**src/hdl/rcg_pkg.sv**
```systemverilog
// Constants and carrier types for the RAM check-code guard.
// Assumes one core clock and a single-port RAM with one-cycle read latency.
package rcg_pkg;

    // Check code.
    localparam int          CRC_W    = 8;
    localparam logic [7:0]  CRC_POLY = 8'h07;
    localparam logic [7:0]  CRC_INIT = 8'hFF;
    localparam int          DBE_FULL_W = 128;

    // Register byte offsets on the APB port.
    localparam logic [11:0] OFF_MECH_EN  = 12'h000;
    localparam logic [11:0] OFF_STATUS   = 12'h004;
    localparam logic [11:0] OFF_CTRL     = 12'h008;
    localparam logic [11:0] OFF_CRC_CNT  = 12'h00C;
    localparam logic [11:0] OFF_PAR_CNT  = 12'h010;
    localparam logic [11:0] OFF_LAST_SYN = 12'h014;

    // Mechanism enable write layout.
    localparam int MECH_ID_LSB  = 24;
    localparam int MECH_BLK_LSB = 8;
    localparam int MECH_EN_BIT  = 0;

    // Status register layout.
    localparam int ST_IDLE_BIT = 0;
    localparam int ST_EN_BIT   = 1;
    localparam int ST_FHI_BIT  = 2;

    // Control register layout and reset values.
    localparam int   CTRL_FHI_BIT   = 0;
    localparam logic MECH_EN_RESET  = 1'b1;
    localparam logic SEL_FHI_RESET  = 1'b0;
    localparam logic IDLE_RESET     = 1'b1;

    // Counter width of the fault counters.
    localparam int CNT_W = 16;

    // Report towards the fault management records.
    typedef struct packed {
        logic       valid;
        logic       correctable;
        logic       to_fhi;
        logic [7:0] safety_mechanism_id;
        logic [7:0] target_block_id;
    } rcg_fmu_rec_t;

    // Report towards the legacy error records.
    typedef struct packed {
        logic       valid;
        logic       correctable;
        logic       crc_fail;
        logic       parity_fail;
        logic [7:0] implementation_error_code;
    } rcg_legacy_rec_t;

endpackage : rcg_pkg

```
**src/hdl/rcg_ram_crc_guard.sv**
```systemverilog
// RAM check-code guard: writes, reads, fault flagging, correction and
// reporting for one protected RAM, with an APB register port.
// Assumes the RAM returns read data one cycle after the read request.
//
// Register access over APB and the register addresses were decided locally.
`timescale 1ns/1ps

module rcg_ram_crc_guard #(
    parameter int         DATA_W      = 64,
    parameter int         ADDR_W      = 10,
    parameter logic [7:0] MECH_ID     = 8'h07,
    parameter logic [7:0] BLOCK_ID    = 8'h00,
    parameter bit         IS_CACHE    = 1'b1
) (
    // Clock and reset.
    input  wire logic                      clock,
    input  wire logic                      nrst,
    // Block power-up pulse.
    input  wire logic                      blk_power_up,
    // APB slave.
    input  wire logic                      psel,
    input  wire logic                      penable,
    input  wire logic                      pwrite,
    input  wire logic [11:0]               paddr,
    input  wire logic [31:0]               pwdata,
    output logic      [31:0]               prdata,
    output logic                           pready,
    output logic                           pslverr,
    // User access.
    input  wire logic                      usr_wr_en,
    input  wire logic                      usr_rd_en,
    input  wire logic [ADDR_W-1:0]         usr_addr,
    input  wire logic [DATA_W-1:0]         usr_wdata,
    output logic      [DATA_W-1:0]         usr_rdata,
    output logic                           usr_rvalid,
    // RAM macro.
    output logic                           ram_en,
    output logic                           ram_we,
    output logic      [ADDR_W-1:0]         ram_addr,
    output logic      [DATA_W+7:0]         ram_wdata,
    input  wire logic [DATA_W+7:0]         ram_rdata,
    input  wire logic                      ram_parity_err,
    // Fault outputs.
    output logic                           crc_fault,
    output logic                           inval_req,
    output logic      [ADDR_W-1:0]         inval_addr,
    output rcg_pkg::rcg_fmu_rec_t          fmu_rec,
    output rcg_pkg::rcg_legacy_rec_t       legacy_rec
);

    localparam int CW = rcg_pkg::CRC_W;
    localparam int NW = rcg_pkg::CNT_W;

    // Serial CRC over address then data, one fixed polynomial for both
    // directions so the write and read codes always agree.
    function automatic logic [7:0] crc_calc(
        input logic [ADDR_W-1:0] a,
        input logic [DATA_W-1:0] d
    );
        logic [ADDR_W+DATA_W-1:0] msg;
        logic [7:0]               c;
        logic                     fb;
        msg = {a, d};
        c   = rcg_pkg::CRC_INIT;
        for (int i = ADDR_W + DATA_W - 1; i >= 0; i--) begin
            fb = c[7] ^ msg[i];
            c  = {c[6:0], 1'b0};
            if (fb) begin
                c = c ^ rcg_pkg::CRC_POLY;
            end
        end
        return c;
    endfunction

    // Write path.
    wire logic [CW-1:0] wr_code = crc_calc(usr_addr, usr_wdata);

    assign ram_en    = usr_wr_en | usr_rd_en;
    assign ram_we    = usr_wr_en;
    assign ram_addr  = usr_addr;
    assign ram_wdata = {wr_code, usr_wdata};

    // Read path state.
    logic                 rd_pend_q;
    logic [ADDR_W-1:0]    rd_addr_q;
    logic                 rvalid_q;
    logic [ADDR_W-1:0]    raddr_q;
    logic [DATA_W-1:0]    rdata_q;
    logic [CW-1:0]        rcode_q;
    logic                 rpar_q;

    wire logic rd_issue = usr_rd_en & ~usr_wr_en;

    always_ff @(posedge clock or negedge nrst) begin
        if (!nrst) begin
            rd_pend_q <= 1'b0;
        end else begin
            rd_pend_q <= rd_issue;
        end
    end

    always_ff @(posedge clock or negedge nrst) begin
        if (!nrst) begin
            rd_addr_q <= '0;
        end else begin
            rd_addr_q <= usr_addr;
        end
    end

    // Data returned by the RAM is captured with the address used to read it.
    always_ff @(posedge clock or negedge nrst) begin
        if (!nrst) begin
            rvalid_q <= 1'b0;
        end else begin
            rvalid_q <= rd_pend_q;
        end
    end

    always_ff @(posedge clock or negedge nrst) begin
        if (!nrst) begin
            raddr_q <= '0;
        end else begin
            raddr_q <= rd_addr_q;
        end
    end

    always_ff @(posedge clock or negedge nrst) begin
        if (!nrst) begin
            rdata_q <= '0;
        end else begin
            rdata_q <= ram_rdata[DATA_W-1:0];
        end
    end

    always_ff @(posedge clock or negedge nrst) begin
        if (!nrst) begin
            rcode_q <= '0;
        end else begin
            rcode_q <= ram_rdata[DATA_W+7:DATA_W];
        end
    end

    // Parity is only meaningful in the cycle the RAM answers a read.
    always_ff @(posedge clock or negedge nrst) begin
        if (!nrst) begin
            rpar_q <= 1'b0;
        end else begin
            rpar_q <= rd_pend_q & ram_parity_err;
        end
    end

    // Faulty data is forwarded unchanged whatever the RAM type.
    assign usr_rdata  = rdata_q;
    assign usr_rvalid = rvalid_q;

    // Check on the read-data-valid cycle only.
    wire logic [CW-1:0] rd_code  = crc_calc(raddr_q, rdata_q);
    wire logic [CW-1:0] syndrome = rd_code ^ rcode_q;
    wire logic crc_bad  = rvalid_q & (syndrome != '0);
    wire logic par_bad  = rvalid_q & rpar_q;

    assign crc_fault = crc_bad;

    // Correction: cache RAMs invalidate the failing location.
    wire logic corr_ram = IS_CACHE;
    assign inval_req  = corr_ram & (crc_bad | par_bad);
    assign inval_addr = raddr_q;

    // Software state.
    logic           mech_en_q;
    logic           sel_fhi_q;
    logic           idle_q;
    logic [NW-1:0]  crc_cnt_q;
    logic [NW-1:0]  par_cnt_q;
    logic [CW-1:0]  last_syn_q;

    // Register decode, shared by every offset compare.
    function automatic logic reg_hit(
        input logic [11:0] a,
        input logic [11:0] off
    );
        return a == off;
    endfunction

    // APB decode.
    wire logic apb_acc   = psel & penable;
    wire logic apb_wr    = apb_acc & pwrite;
    wire logic hit_mech  = reg_hit(paddr, rcg_pkg::OFF_MECH_EN);
    wire logic hit_stat  = reg_hit(paddr, rcg_pkg::OFF_STATUS);
    wire logic hit_ctrl  = reg_hit(paddr, rcg_pkg::OFF_CTRL);
    wire logic hit_ccnt  = reg_hit(paddr, rcg_pkg::OFF_CRC_CNT);
    wire logic hit_pcnt  = reg_hit(paddr, rcg_pkg::OFF_PAR_CNT);
    wire logic hit_syn   = reg_hit(paddr, rcg_pkg::OFF_LAST_SYN);
    wire logic hit_any   = hit_mech | hit_stat | hit_ctrl | hit_ccnt
                         | hit_pcnt | hit_syn;

    // The enable write only acts when it names this mechanism and block.
    wire logic [7:0] wr_mech_id =
        pwdata[rcg_pkg::MECH_ID_LSB+7:rcg_pkg::MECH_ID_LSB];
    wire logic [7:0] wr_blk_id =
        pwdata[rcg_pkg::MECH_BLK_LSB+7:rcg_pkg::MECH_BLK_LSB];
    wire logic mech_wr = apb_wr & hit_mech;
    wire logic mech_match = (wr_mech_id == MECH_ID)
                          & (wr_blk_id == BLOCK_ID);

    // Enable register comes up set and is set again on block power-up.
    always_ff @(posedge clock or negedge nrst) begin
        if (!nrst) begin
            mech_en_q <= rcg_pkg::MECH_EN_RESET;
        end else if (blk_power_up) begin
            mech_en_q <= rcg_pkg::MECH_EN_RESET;
        end else if (mech_wr && mech_match) begin
            mech_en_q <= pwdata[rcg_pkg::MECH_EN_BIT];
        end
    end

    // Idle drops for the cycle after an enable write, then returns.
    always_ff @(posedge clock or negedge nrst) begin
        if (!nrst) begin
            idle_q <= rcg_pkg::IDLE_RESET;
        end else begin
            idle_q <= ~mech_wr;
        end
    end

    always_ff @(posedge clock or negedge nrst) begin
        if (!nrst) begin
            sel_fhi_q <= rcg_pkg::SEL_FHI_RESET;
        end else if (apb_wr && hit_ctrl) begin
            sel_fhi_q <= pwdata[rcg_pkg::CTRL_FHI_BIT];
        end
    end

    // Saturating fault counters and last syndrome for diagnosis.
    wire logic crc_sat = &crc_cnt_q;
    wire logic par_sat = &par_cnt_q;

    always_ff @(posedge clock or negedge nrst) begin
        if (!nrst) begin
            crc_cnt_q <= '0;
        end else if (crc_bad && !crc_sat) begin
            crc_cnt_q <= crc_cnt_q + 1'b1;
        end
    end

    always_ff @(posedge clock or negedge nrst) begin
        if (!nrst) begin
            par_cnt_q <= '0;
        end else if (par_bad && !par_sat) begin
            par_cnt_q <= par_cnt_q + 1'b1;
        end
    end

    always_ff @(posedge clock or negedge nrst) begin
        if (!nrst) begin
            last_syn_q <= '0;
        end else if (crc_bad) begin
            last_syn_q <= syndrome;
        end
    end

    // Fault record: code failures only, gated by the enable, any RAM type, mechanism and block ids.
    rcg_pkg::rcg_fmu_rec_t    fmu_d;
    rcg_pkg::rcg_legacy_rec_t leg_d;

    // Report triggers, kept apart so each gating is visible on its own.
    wire logic fmu_fire = crc_bad & mech_en_q;
    wire logic leg_fire = corr_ram & (crc_bad | par_bad);

    always_comb begin
        fmu_d = '0;
        fmu_d.valid = fmu_fire;
        fmu_d.correctable = corr_ram;
        fmu_d.to_fhi = sel_fhi_q;
        fmu_d.safety_mechanism_id = MECH_ID;
        fmu_d.target_block_id = BLOCK_ID;
    end

    // Legacy record: correctable RAMs only, code or parity, never gated.
    always_comb begin
        leg_d = '0;
        leg_d.valid = leg_fire;
        leg_d.correctable = 1'b1;
        leg_d.crc_fail = crc_bad;
        leg_d.parity_fail = par_bad;
        leg_d.implementation_error_code = syndrome;
    end

    // Records leave from flops, one cycle after the read answer that flags the fault.
    always_ff @(posedge clock or negedge nrst) begin
        if (!nrst) begin
            fmu_rec <= '0;
        end else begin
            fmu_rec <= fmu_d;
        end
    end

    always_ff @(posedge clock or negedge nrst) begin
        if (!nrst) begin
            legacy_rec <= '0;
        end else begin
            legacy_rec <= leg_d;
        end
    end

    // Read words, one per readable register.
    wire logic [31:0] stat_word = {29'h0000000, sel_fhi_q, mech_en_q,
                                   idle_q};
    wire logic [31:0] ctrl_word = {31'h00000000, sel_fhi_q};
    wire logic [31:0] ccnt_word = {{(32-NW){1'b0}}, crc_cnt_q};
    wire logic [31:0] pcnt_word = {{(32-NW){1'b0}}, par_cnt_q};
    wire logic [31:0] syn_word  = {24'h000000, last_syn_q};

    // APB read mux.
    wire logic [31:0] rd_mux =
          hit_stat ? stat_word
        : hit_ctrl ? ctrl_word
        : hit_ccnt ? ccnt_word
        : hit_pcnt ? pcnt_word
        : hit_syn  ? syn_word
        : 32'h00000000;

    assign prdata  = rd_mux;
    assign pready  = 1'b1;
    assign pslverr = apb_acc & ~hit_any;

endmodule // rcg_ram_crc_guard

```
**config.mk**
```make
export PLATFORM = sky130hd
export DESIGN_NAME = rcg_ram_crc_guard
export DESIGN_NICKNAME = d
export VERILOG_FILES = /design/src/hdl/rcg_pkg.sv /design/src/hdl/rcg_ram_crc_guard.sv
export SDC_FILE = /design/constraint.sdc
export NUM_CORES = 1
export LEC_CHECK = 0
export ABC_AREA = 1
export BUFFER_PORTS_ARGS = -buffer_cell sky130_fd_sc_hd__buf_2
export CORE_MARGIN = 2
export CORE_UTILIZATION = 45
export DETAILED_ROUTE_END_ITERATION = 8
export GPL_TIMING_DRIVEN = 0
export PLACE_DENSITY_LB_ADDON = 0.15
export SYNTH_ARGS = -nofsm -noshare
export SYNTH_HDL_FRONTEND = slang
export SYNTH_SLANG_ARGS = --single-unit
```
**constraint.sdc**
```tcl
create_clock -name clock -period 5.9 [get_ports clock]
set_clock_uncertainty 0.15 [all_clocks]
set_input_delay 0.295 -clock clock [delete_from_list [all_inputs] [get_ports clock]]
set_output_delay 0.295 -clock clock [all_outputs]
set_load 0.1 [all_outputs]
```
Word level (Yosys, flattened, before mapping)
Cells that the tools add are included.
- flip-flop bits (word level): 153
- bits of input ports: 199
- output and inout port bits: 226
- word-level logic and storage cells: 509
- add/sub/neg operators: 2
- equality and inequality tests: 6
- muxes and demuxes: 155
- bitwise gates (word level): 313
- reduce and logical (&&, ||, !) cells: 12
- operators with widths (operator ; number):
    two-way mux 3 bit ; 148
    NOT 3 bit ; 146
    XOR 1 bit ; 136
    two-way mux 16 bit ; 4
    adder 16 x 1 -> 16 bit, second input constant ; 2
    AND reduction 16 bit ; 2
    equality test 12 x 4 -> 1 bit, second input constant ; 2
    equality test 12 x 5 -> 1 bit, second input constant ; 2
    equality test 12 x 3 -> 1 bit, second input constant ; 1
    zero test 12 bit ; 1
    bitwise AND 1 bit ; 10
    XOR 1 bit, first input constant ; 10
    equality test 8 x 3 -> 1 bit, second input constant ; 1
    zero test 8 bit ; 1
    two-way mux 8 bit ; 1
    nonzero test 8 bit ; 1
    XOR 8 bit ; 1
    OR 1 bit ; 7
    logical AND 1 bit ; 4
    NOT 1 bit ; 3
    zero test 1 bit ; 2
    two-way mux 1 bit ; 2
    nonzero test 2 bit ; 1

Logic depth before layout (Yosys ltp)
- depth after elaboration: 151
- gate-level depth with buffers: 60

Worst setup path after synthesis
No wires, ideal clock.
- kind: reg-to-reg
- from: reg raddr_q[4], in the netlist inval_addr[4]
- to: reg legacy_rec[11] (netlist bit)
- setup time: 385 ps
- arrival: 6046 ps
- slack: -682 ps
- cell stages (with the launch flop): 55
- path buffers: 2
- clock period less this slack: 6582 ps
- cell sequence: dfrtp_1 -> buf_2 -> inv_2 -> nand2_1 -> nand3_1 -> nand2_1 -> nand2_1 -> nand2_1 -> nand2_1 -> nand2_1 -> inv_1 -> nand2_1 -> nand2_1 -> inv_1 -> nand2_2 -> nand2_2 -> nand3_1 -> nand2_2 -> (+19 left out) -> nand2_1 -> nand2_1 -> nand2_1 -> nand2_1 -> nand2_2 -> inv_2 -> nand2_2 -> nand2_1 -> nand2_2 -> nand2_2 -> nand2_1 -> nand2_1 -> xor2_2 -> nor2_2 -> nand3_4 -> nand2_4 -> buf_6 -> nand2_1
- longest elaborated chain between the ends: 58
- elaborated cells between the ends (all ways): 191
- RTL lines (what ; line ; text):
    start, declared ; rcg_ram_crc_guard.sv:87 ; logic [ADDR_W-1:0] raddr_q;
    start signal, assigned ; rcg_ram_crc_guard.sv:123 ; raddr_q <= rd_addr_q;
    XOR 1 bit * ; rcg_ram_crc_guard.sv:66 ; fb = c[7] ^ msg[i];
    two-way mux 3 bit * ; rcg_ram_crc_guard.sv:68 ; if (fb) begin
    NOT 3 bit (no line) ; n/a ;
    two-way mux 3 bit ; rcg_ram_crc_guard.sv:68 ;
    NOT 3 bit (no line) ; n/a ;
    two-way mux 3 bit ; rcg_ram_crc_guard.sv:68 ;
    XOR 1 bit ; rcg_ram_crc_guard.sv:66 ;
    two-way mux 3 bit ; rcg_ram_crc_guard.sv:68 ;
    (+44 left out) ; n/a ;
    NOT 3 bit (no line) ; n/a ;
    two-way mux 3 bit * ; rcg_ram_crc_guard.sv:68 ;
    XOR 8 bit * ; rcg_ram_crc_guard.sv:158 ; wire logic [CW-1:0] syndrome = rd_code ^ rcode_q;
    via syndrome[4] ; rcg_ram_crc_guard.sv:158 ;
    nonzero test 8 bit * ; rcg_ram_crc_guard.sv:159 ; wire logic crc_bad = rvalid_q & (syndrome != '0);
    bitwise AND 1 bit * ; rcg_ram_crc_guard.sv:159 ;
    OR 1 bit * ; n/a ;
    via inval_req ; rcg_ram_crc_guard.sv:45 ; output logic inval_req,
    end signal, assigned ; rcg_ram_crc_guard.sv:302 ; legacy_rec <= leg_d;
    end, declared ; rcg_ram_crc_guard.sv:48 ; output rcg_pkg::rcg_legacy_rec_t legacy_rec
The timed path passes the listed nets; every way through them passes the cells marked *.
A chain may end at the register's enable or synchronous reset.

Worst setup path after layout
- from: reg raddr_q[4], in the netlist inval_addr[4]
- to: out inval_req
- longest elaborated chain between the ends: 58
- elaborated cells between the ends (all ways): 191
- RTL lines (what ; line ; text):
    XOR 1 bit * ; rcg_ram_crc_guard.sv:66 ;
    two-way mux 3 bit * ; rcg_ram_crc_guard.sv:68 ;
    NOT 3 bit (no line) ; n/a ;
    two-way mux 3 bit ; rcg_ram_crc_guard.sv:68 ;
    NOT 3 bit (no line) ; n/a ;
    two-way mux 3 bit ; rcg_ram_crc_guard.sv:68 ;
    XOR 1 bit ; rcg_ram_crc_guard.sv:66 ;
    two-way mux 3 bit ; rcg_ram_crc_guard.sv:68 ;
    (+42 left out) ; n/a ;
    NOT 3 bit (no line) ; n/a ;
    two-way mux 3 bit ; rcg_ram_crc_guard.sv:68 ;
    NOT 3 bit (no line) ; n/a ;
    two-way mux 3 bit ; rcg_ram_crc_guard.sv:68 ;
    XOR 8 bit * ; rcg_ram_crc_guard.sv:158 ;
    nonzero test 8 bit * ; rcg_ram_crc_guard.sv:159 ;
    bitwise AND 1 bit * ; rcg_ram_crc_guard.sv:159 ;
    OR 1 bit * ; rcg_ram_crc_guard.sv:166 ; assign inval_req = corr_ram & (crc_bad | par_bad);
    end, declared ; rcg_ram_crc_guard.sv:45 ;
Mark *: on every way between the ends. The rest lies on a longest branch, timed or not.

==> impl_metrics.csv <==
group,metric,value,unit
clock_network,root_buffer,"clkbuf_16",
sta,hold_violations,0,
cells_and_area,final_common_cell,"nand2_1",
global_route,grt_pass1_wl,60770,um
detailed_routing,drcViolationCount,0,
synthesis,seq_area_frac_synth,0.2985,
hold_path,holdPathStages,3,
detailed_routing,wl_met1,16730,um
cells_and_area,final_nets,2756,
synthesis,synth_area,0.01275,sq mm
detailed_routing,top_layer_used,"met4",
global_route,grt_pass1_vias,13030,
sta,post-route-period-util,1.092,
clock_network,max-clock-path-buffers,2,
critical_path,crit_family,"simple AND/OR/NAND/NOR gates",
floorplanning,die_area,0.02970,sq mm
sta,setup_ws,-0.5418,ns
sta,rsz0062_at_grt,"yes",
critical_path,ff2ff_path_depth,55,
floorplanning,core_area,0.02786,sq mm
synthesis,syn_area_per_cell,6.482,sq um
synthesis,synth_area_leader_cell,"dfrtp_1",
cells_and_area,final_cell_mix,"497 x nand2_1, 366 x buf_2, 257 x nand2_2",
detailed_routing,drt-initial-drc-count,679,
sta,fin_crit,6.442,ns
critical_path,cp_max_fo,6,
placement,place_inst,2754,
placement,hpwlAfterDp,29630,um
detailed_routing,ant_nets,0,
synthesis,synth.top_cell.area_share,0.2944,
critical_path,cpMostUsedCell,"nand2_4",
critical_path,slowest_delay,0.53,ns
critical_path,r2r_setup_slack,-0.12,ns
clock_network,numCtsBuffers,17,
hold_path,hp-class,"input pin to flip-flop",
critical_path,endpoint_kind,"primary output",
cells_and_area,instances_no_fill,2950,
clock_network,cts_max_level,4,
sta,setup_viol,18,
job,max_cap_violations,0,
detailed_routing,vias_per_cell,4.923,
placement,port_buffers,379,
sta,drv_slew,0,
cells_and_area,nFillCells,2160,
clock_network,cts_sinks,152,
synthesis,yosysWarnings,0,
floorplanning,dieHeight,172.3,um
clock_network,cts_tree,"built",
run_status,status,"complete, but fails checks",
sta,fin_hold_ws,0.02768,ns
synthesis,synthCells,1967,
cells_and_area,drive_gt1_frac,0.4673,
placement,gp_congestion,0.8907,
critical_path,cp.required,5.45,ns
floorplanning,num_rows,61,
global_route,grt-ovfl-total,0,
floorplanning,initial_core_util,0.4577,
critical_path,reg2reg_to,"crc_cnt_q[6]$_DFFE_PN0P_",
global_route,antenna_found_initial,4,
critical_path,crit_type,"flip-flop to primary output",
clock_network,clkLatencyLatePin,0.46,ns
synthesis,synth_seq_cells,152,
hold_path,min-delay-start,"paddr[4]",
global_route,grt_usage,0.2599,
synthesis,synth_cell_types,41,
detailed_routing,wl,41770,um
floorplanning,fp.dieW,172.3,um
global_route,grt_max_degree,97,
detailed_routing,wl_met2,21760,um
sta,fmax,155.2,MHz
synthesis,synthTopCellsByArea,"dfrtp_1 29%, nand2_1 23%, nand3_1 11%",
cells_and_area,area.growth.synth_to_final,58.82,%
sta,maxSlewHeadroom,0.5818,
hold_path,whs_endpoint,"idle_q$_DFF_PN1_",
detailed_routing,firstDrtPassIters,5,
run_status,violations,"setup timing",
floorplanning,boundaryPins,425,
critical_path,start_kind,"flip-flop",
critical_path,rr_startpoint,"inval_addr[4]$_DFF_PN0_",
critical_path,arrival,6.00,ns
detailed_routing,wl_met3,2139,um
sta,max_slew.worst_pin.slew,0.6226,ns
detailed_routing,wl_per_cell,14.16,um
detailed_routing,vias,14520,
clock_network,clkTransAtPathRegs,0.07,ns
cells_and_area,fin_util,0.7269,
critical_path,critPathSlowestCell,"dfrtp_4",
critical_path,critPathBufInv,10,
## timing repair
item / in CTS / in global routing
setup endpoints to repair: 37 / 38
endpoints found under the hold margin: 143 / 0
hold buffers: 89 / 0
gates resized for setup: 349 / 324
pin swaps: 126 / 163
buffers inserted: 36 / 36
## synth_stat cells
cell / count
a211o_1: 1
a21oi_1: 2
a31oi_1: 6
buf_2: 2
buf_4: 109
buf_6: 2
clkbuf_1: 4
clkinv_1: 2
conb_1: 2
dfrtp_1: 150
dfstp_2: 2
ha_1: 2
inv_1: 239
inv_2: 24
mux2i_1: 1
nand2_1: 791
nand2_2: 57
nand2_4: 1
nand3_1: 288
nand3_2: 3
nand3_4: 2
nand3b_1: 24
nand4_1: 27
nand4_2: 1
nor2_1: 34
nor2_2: 3
nor3_1: 15
nor4_1: 7
o2111ai_1: 1
o211ai_1: 8
o21ai_0: 11
o21ai_1: 4
o22ai_1: 5
or2_1: 7
or2_2: 1
or3_1: 1
xnor2_1: 41
xnor2_2: 9
xor2_1: 67
xor2_2: 10
xor2_4: 1
## cells by family after synthesis
group	Yosys count	synth area share
and+or+nand+nor	1262	0.4335
buffers and inverters	382	0.1459
DFF	152	0.2985
xor gates and xnor gates	128	0.1006
AOI/OAI and AO/OA	38	0.01816
adders and majority gates	2	0.001962
other	2	0.0005890
muxes	1	0.0007851
## how the worst max path moves through the flow
stage	from	endpoint	slack (ns)	cells after the start
floorplan	inval_addr[8]$_DFF_PN0_	inval_req	0.02	51
global placement	inval_addr[4]$_DFF_PN0_	inval_req	-0.58	51
detailed placement	inval_addr[4]$_DFF_PN0_	inval_req	-0.74	56
CTS	inval_addr[4]$_DFF_PN0_	inval_req	-0.35	53
global route	inval_addr[7]$_DFF_PN0_	inval_req	-0.95	54
finish	inval_addr[4]$_DFF_PN0_	inval_req	-0.54	54
## flip-flops by register name, indices dropped and copies added, names as in the netlist
name and count:
idle_q 1, par_cnt_q 16, fmu_rec 3, rd_pend_q 1, mech_en_q 1, usr_rvalid 1, inval_addr 10, crc_cnt_q 16
legacy_rec 11, last_syn_q 8, sel_fhi_q 1, rd_addr_q 10, rpar_q 1, rcode_q 8, usr_rdata 64
## layer usage
metal / vias up / global-route usage
li1: 7180 / -
met1: 6823 / 0.3011
met2: 446 / 0.4783
met3: 73 / 0.05035
met4: 0 / 0.08842
met5: - / 0
## cell type report
cell class | count | area [sq um] | area share
clock inverters | 15 | 177.7 | 0.008774
clock buffers | 17 | 425.4 | 0.02101
multi-input cells | 1462 | 9826 | 0.4852
inverters | 265 | 1011 | 0.04993
well taps | 378 | 473.0 | 0.02336
repair buffers | 541 | 3636 | 0.1796
diodes | 4 | 10.01 | 0.0004943
flip-flops and latches | 152 | 3826 | 0.1890
plain buffers | 116 | 864.6 | 0.04270
## worst reg2reg max path, delay by kind of cell (launching register included)
family / cells / cell delay (ns)
simple gates: 43 / 3.98
flops: 1 / 0.53
xor+xnor: 1 / 0.14
buf+inv: 11 / 1.11
## through the flow
step / instance area (sq um) / setup TNS [ns] / setup WS, ns
after detailed placement: 15310 / -10.66 / -0.7370
after global placement: 15280 / -6.169 / -0.5836
after global routing: 20250 / -15.94 / -0.9520
final: 20250 / -2.423 / -0.5418
after floorplan: 12910 / 0 / 0.01575
after CTS: 18520 / -0.6734 / -0.3504
Power is left out: the tool's default activity adds up to more than one toggle a clock period on the data nets, which glitch-free logic cannot reach.
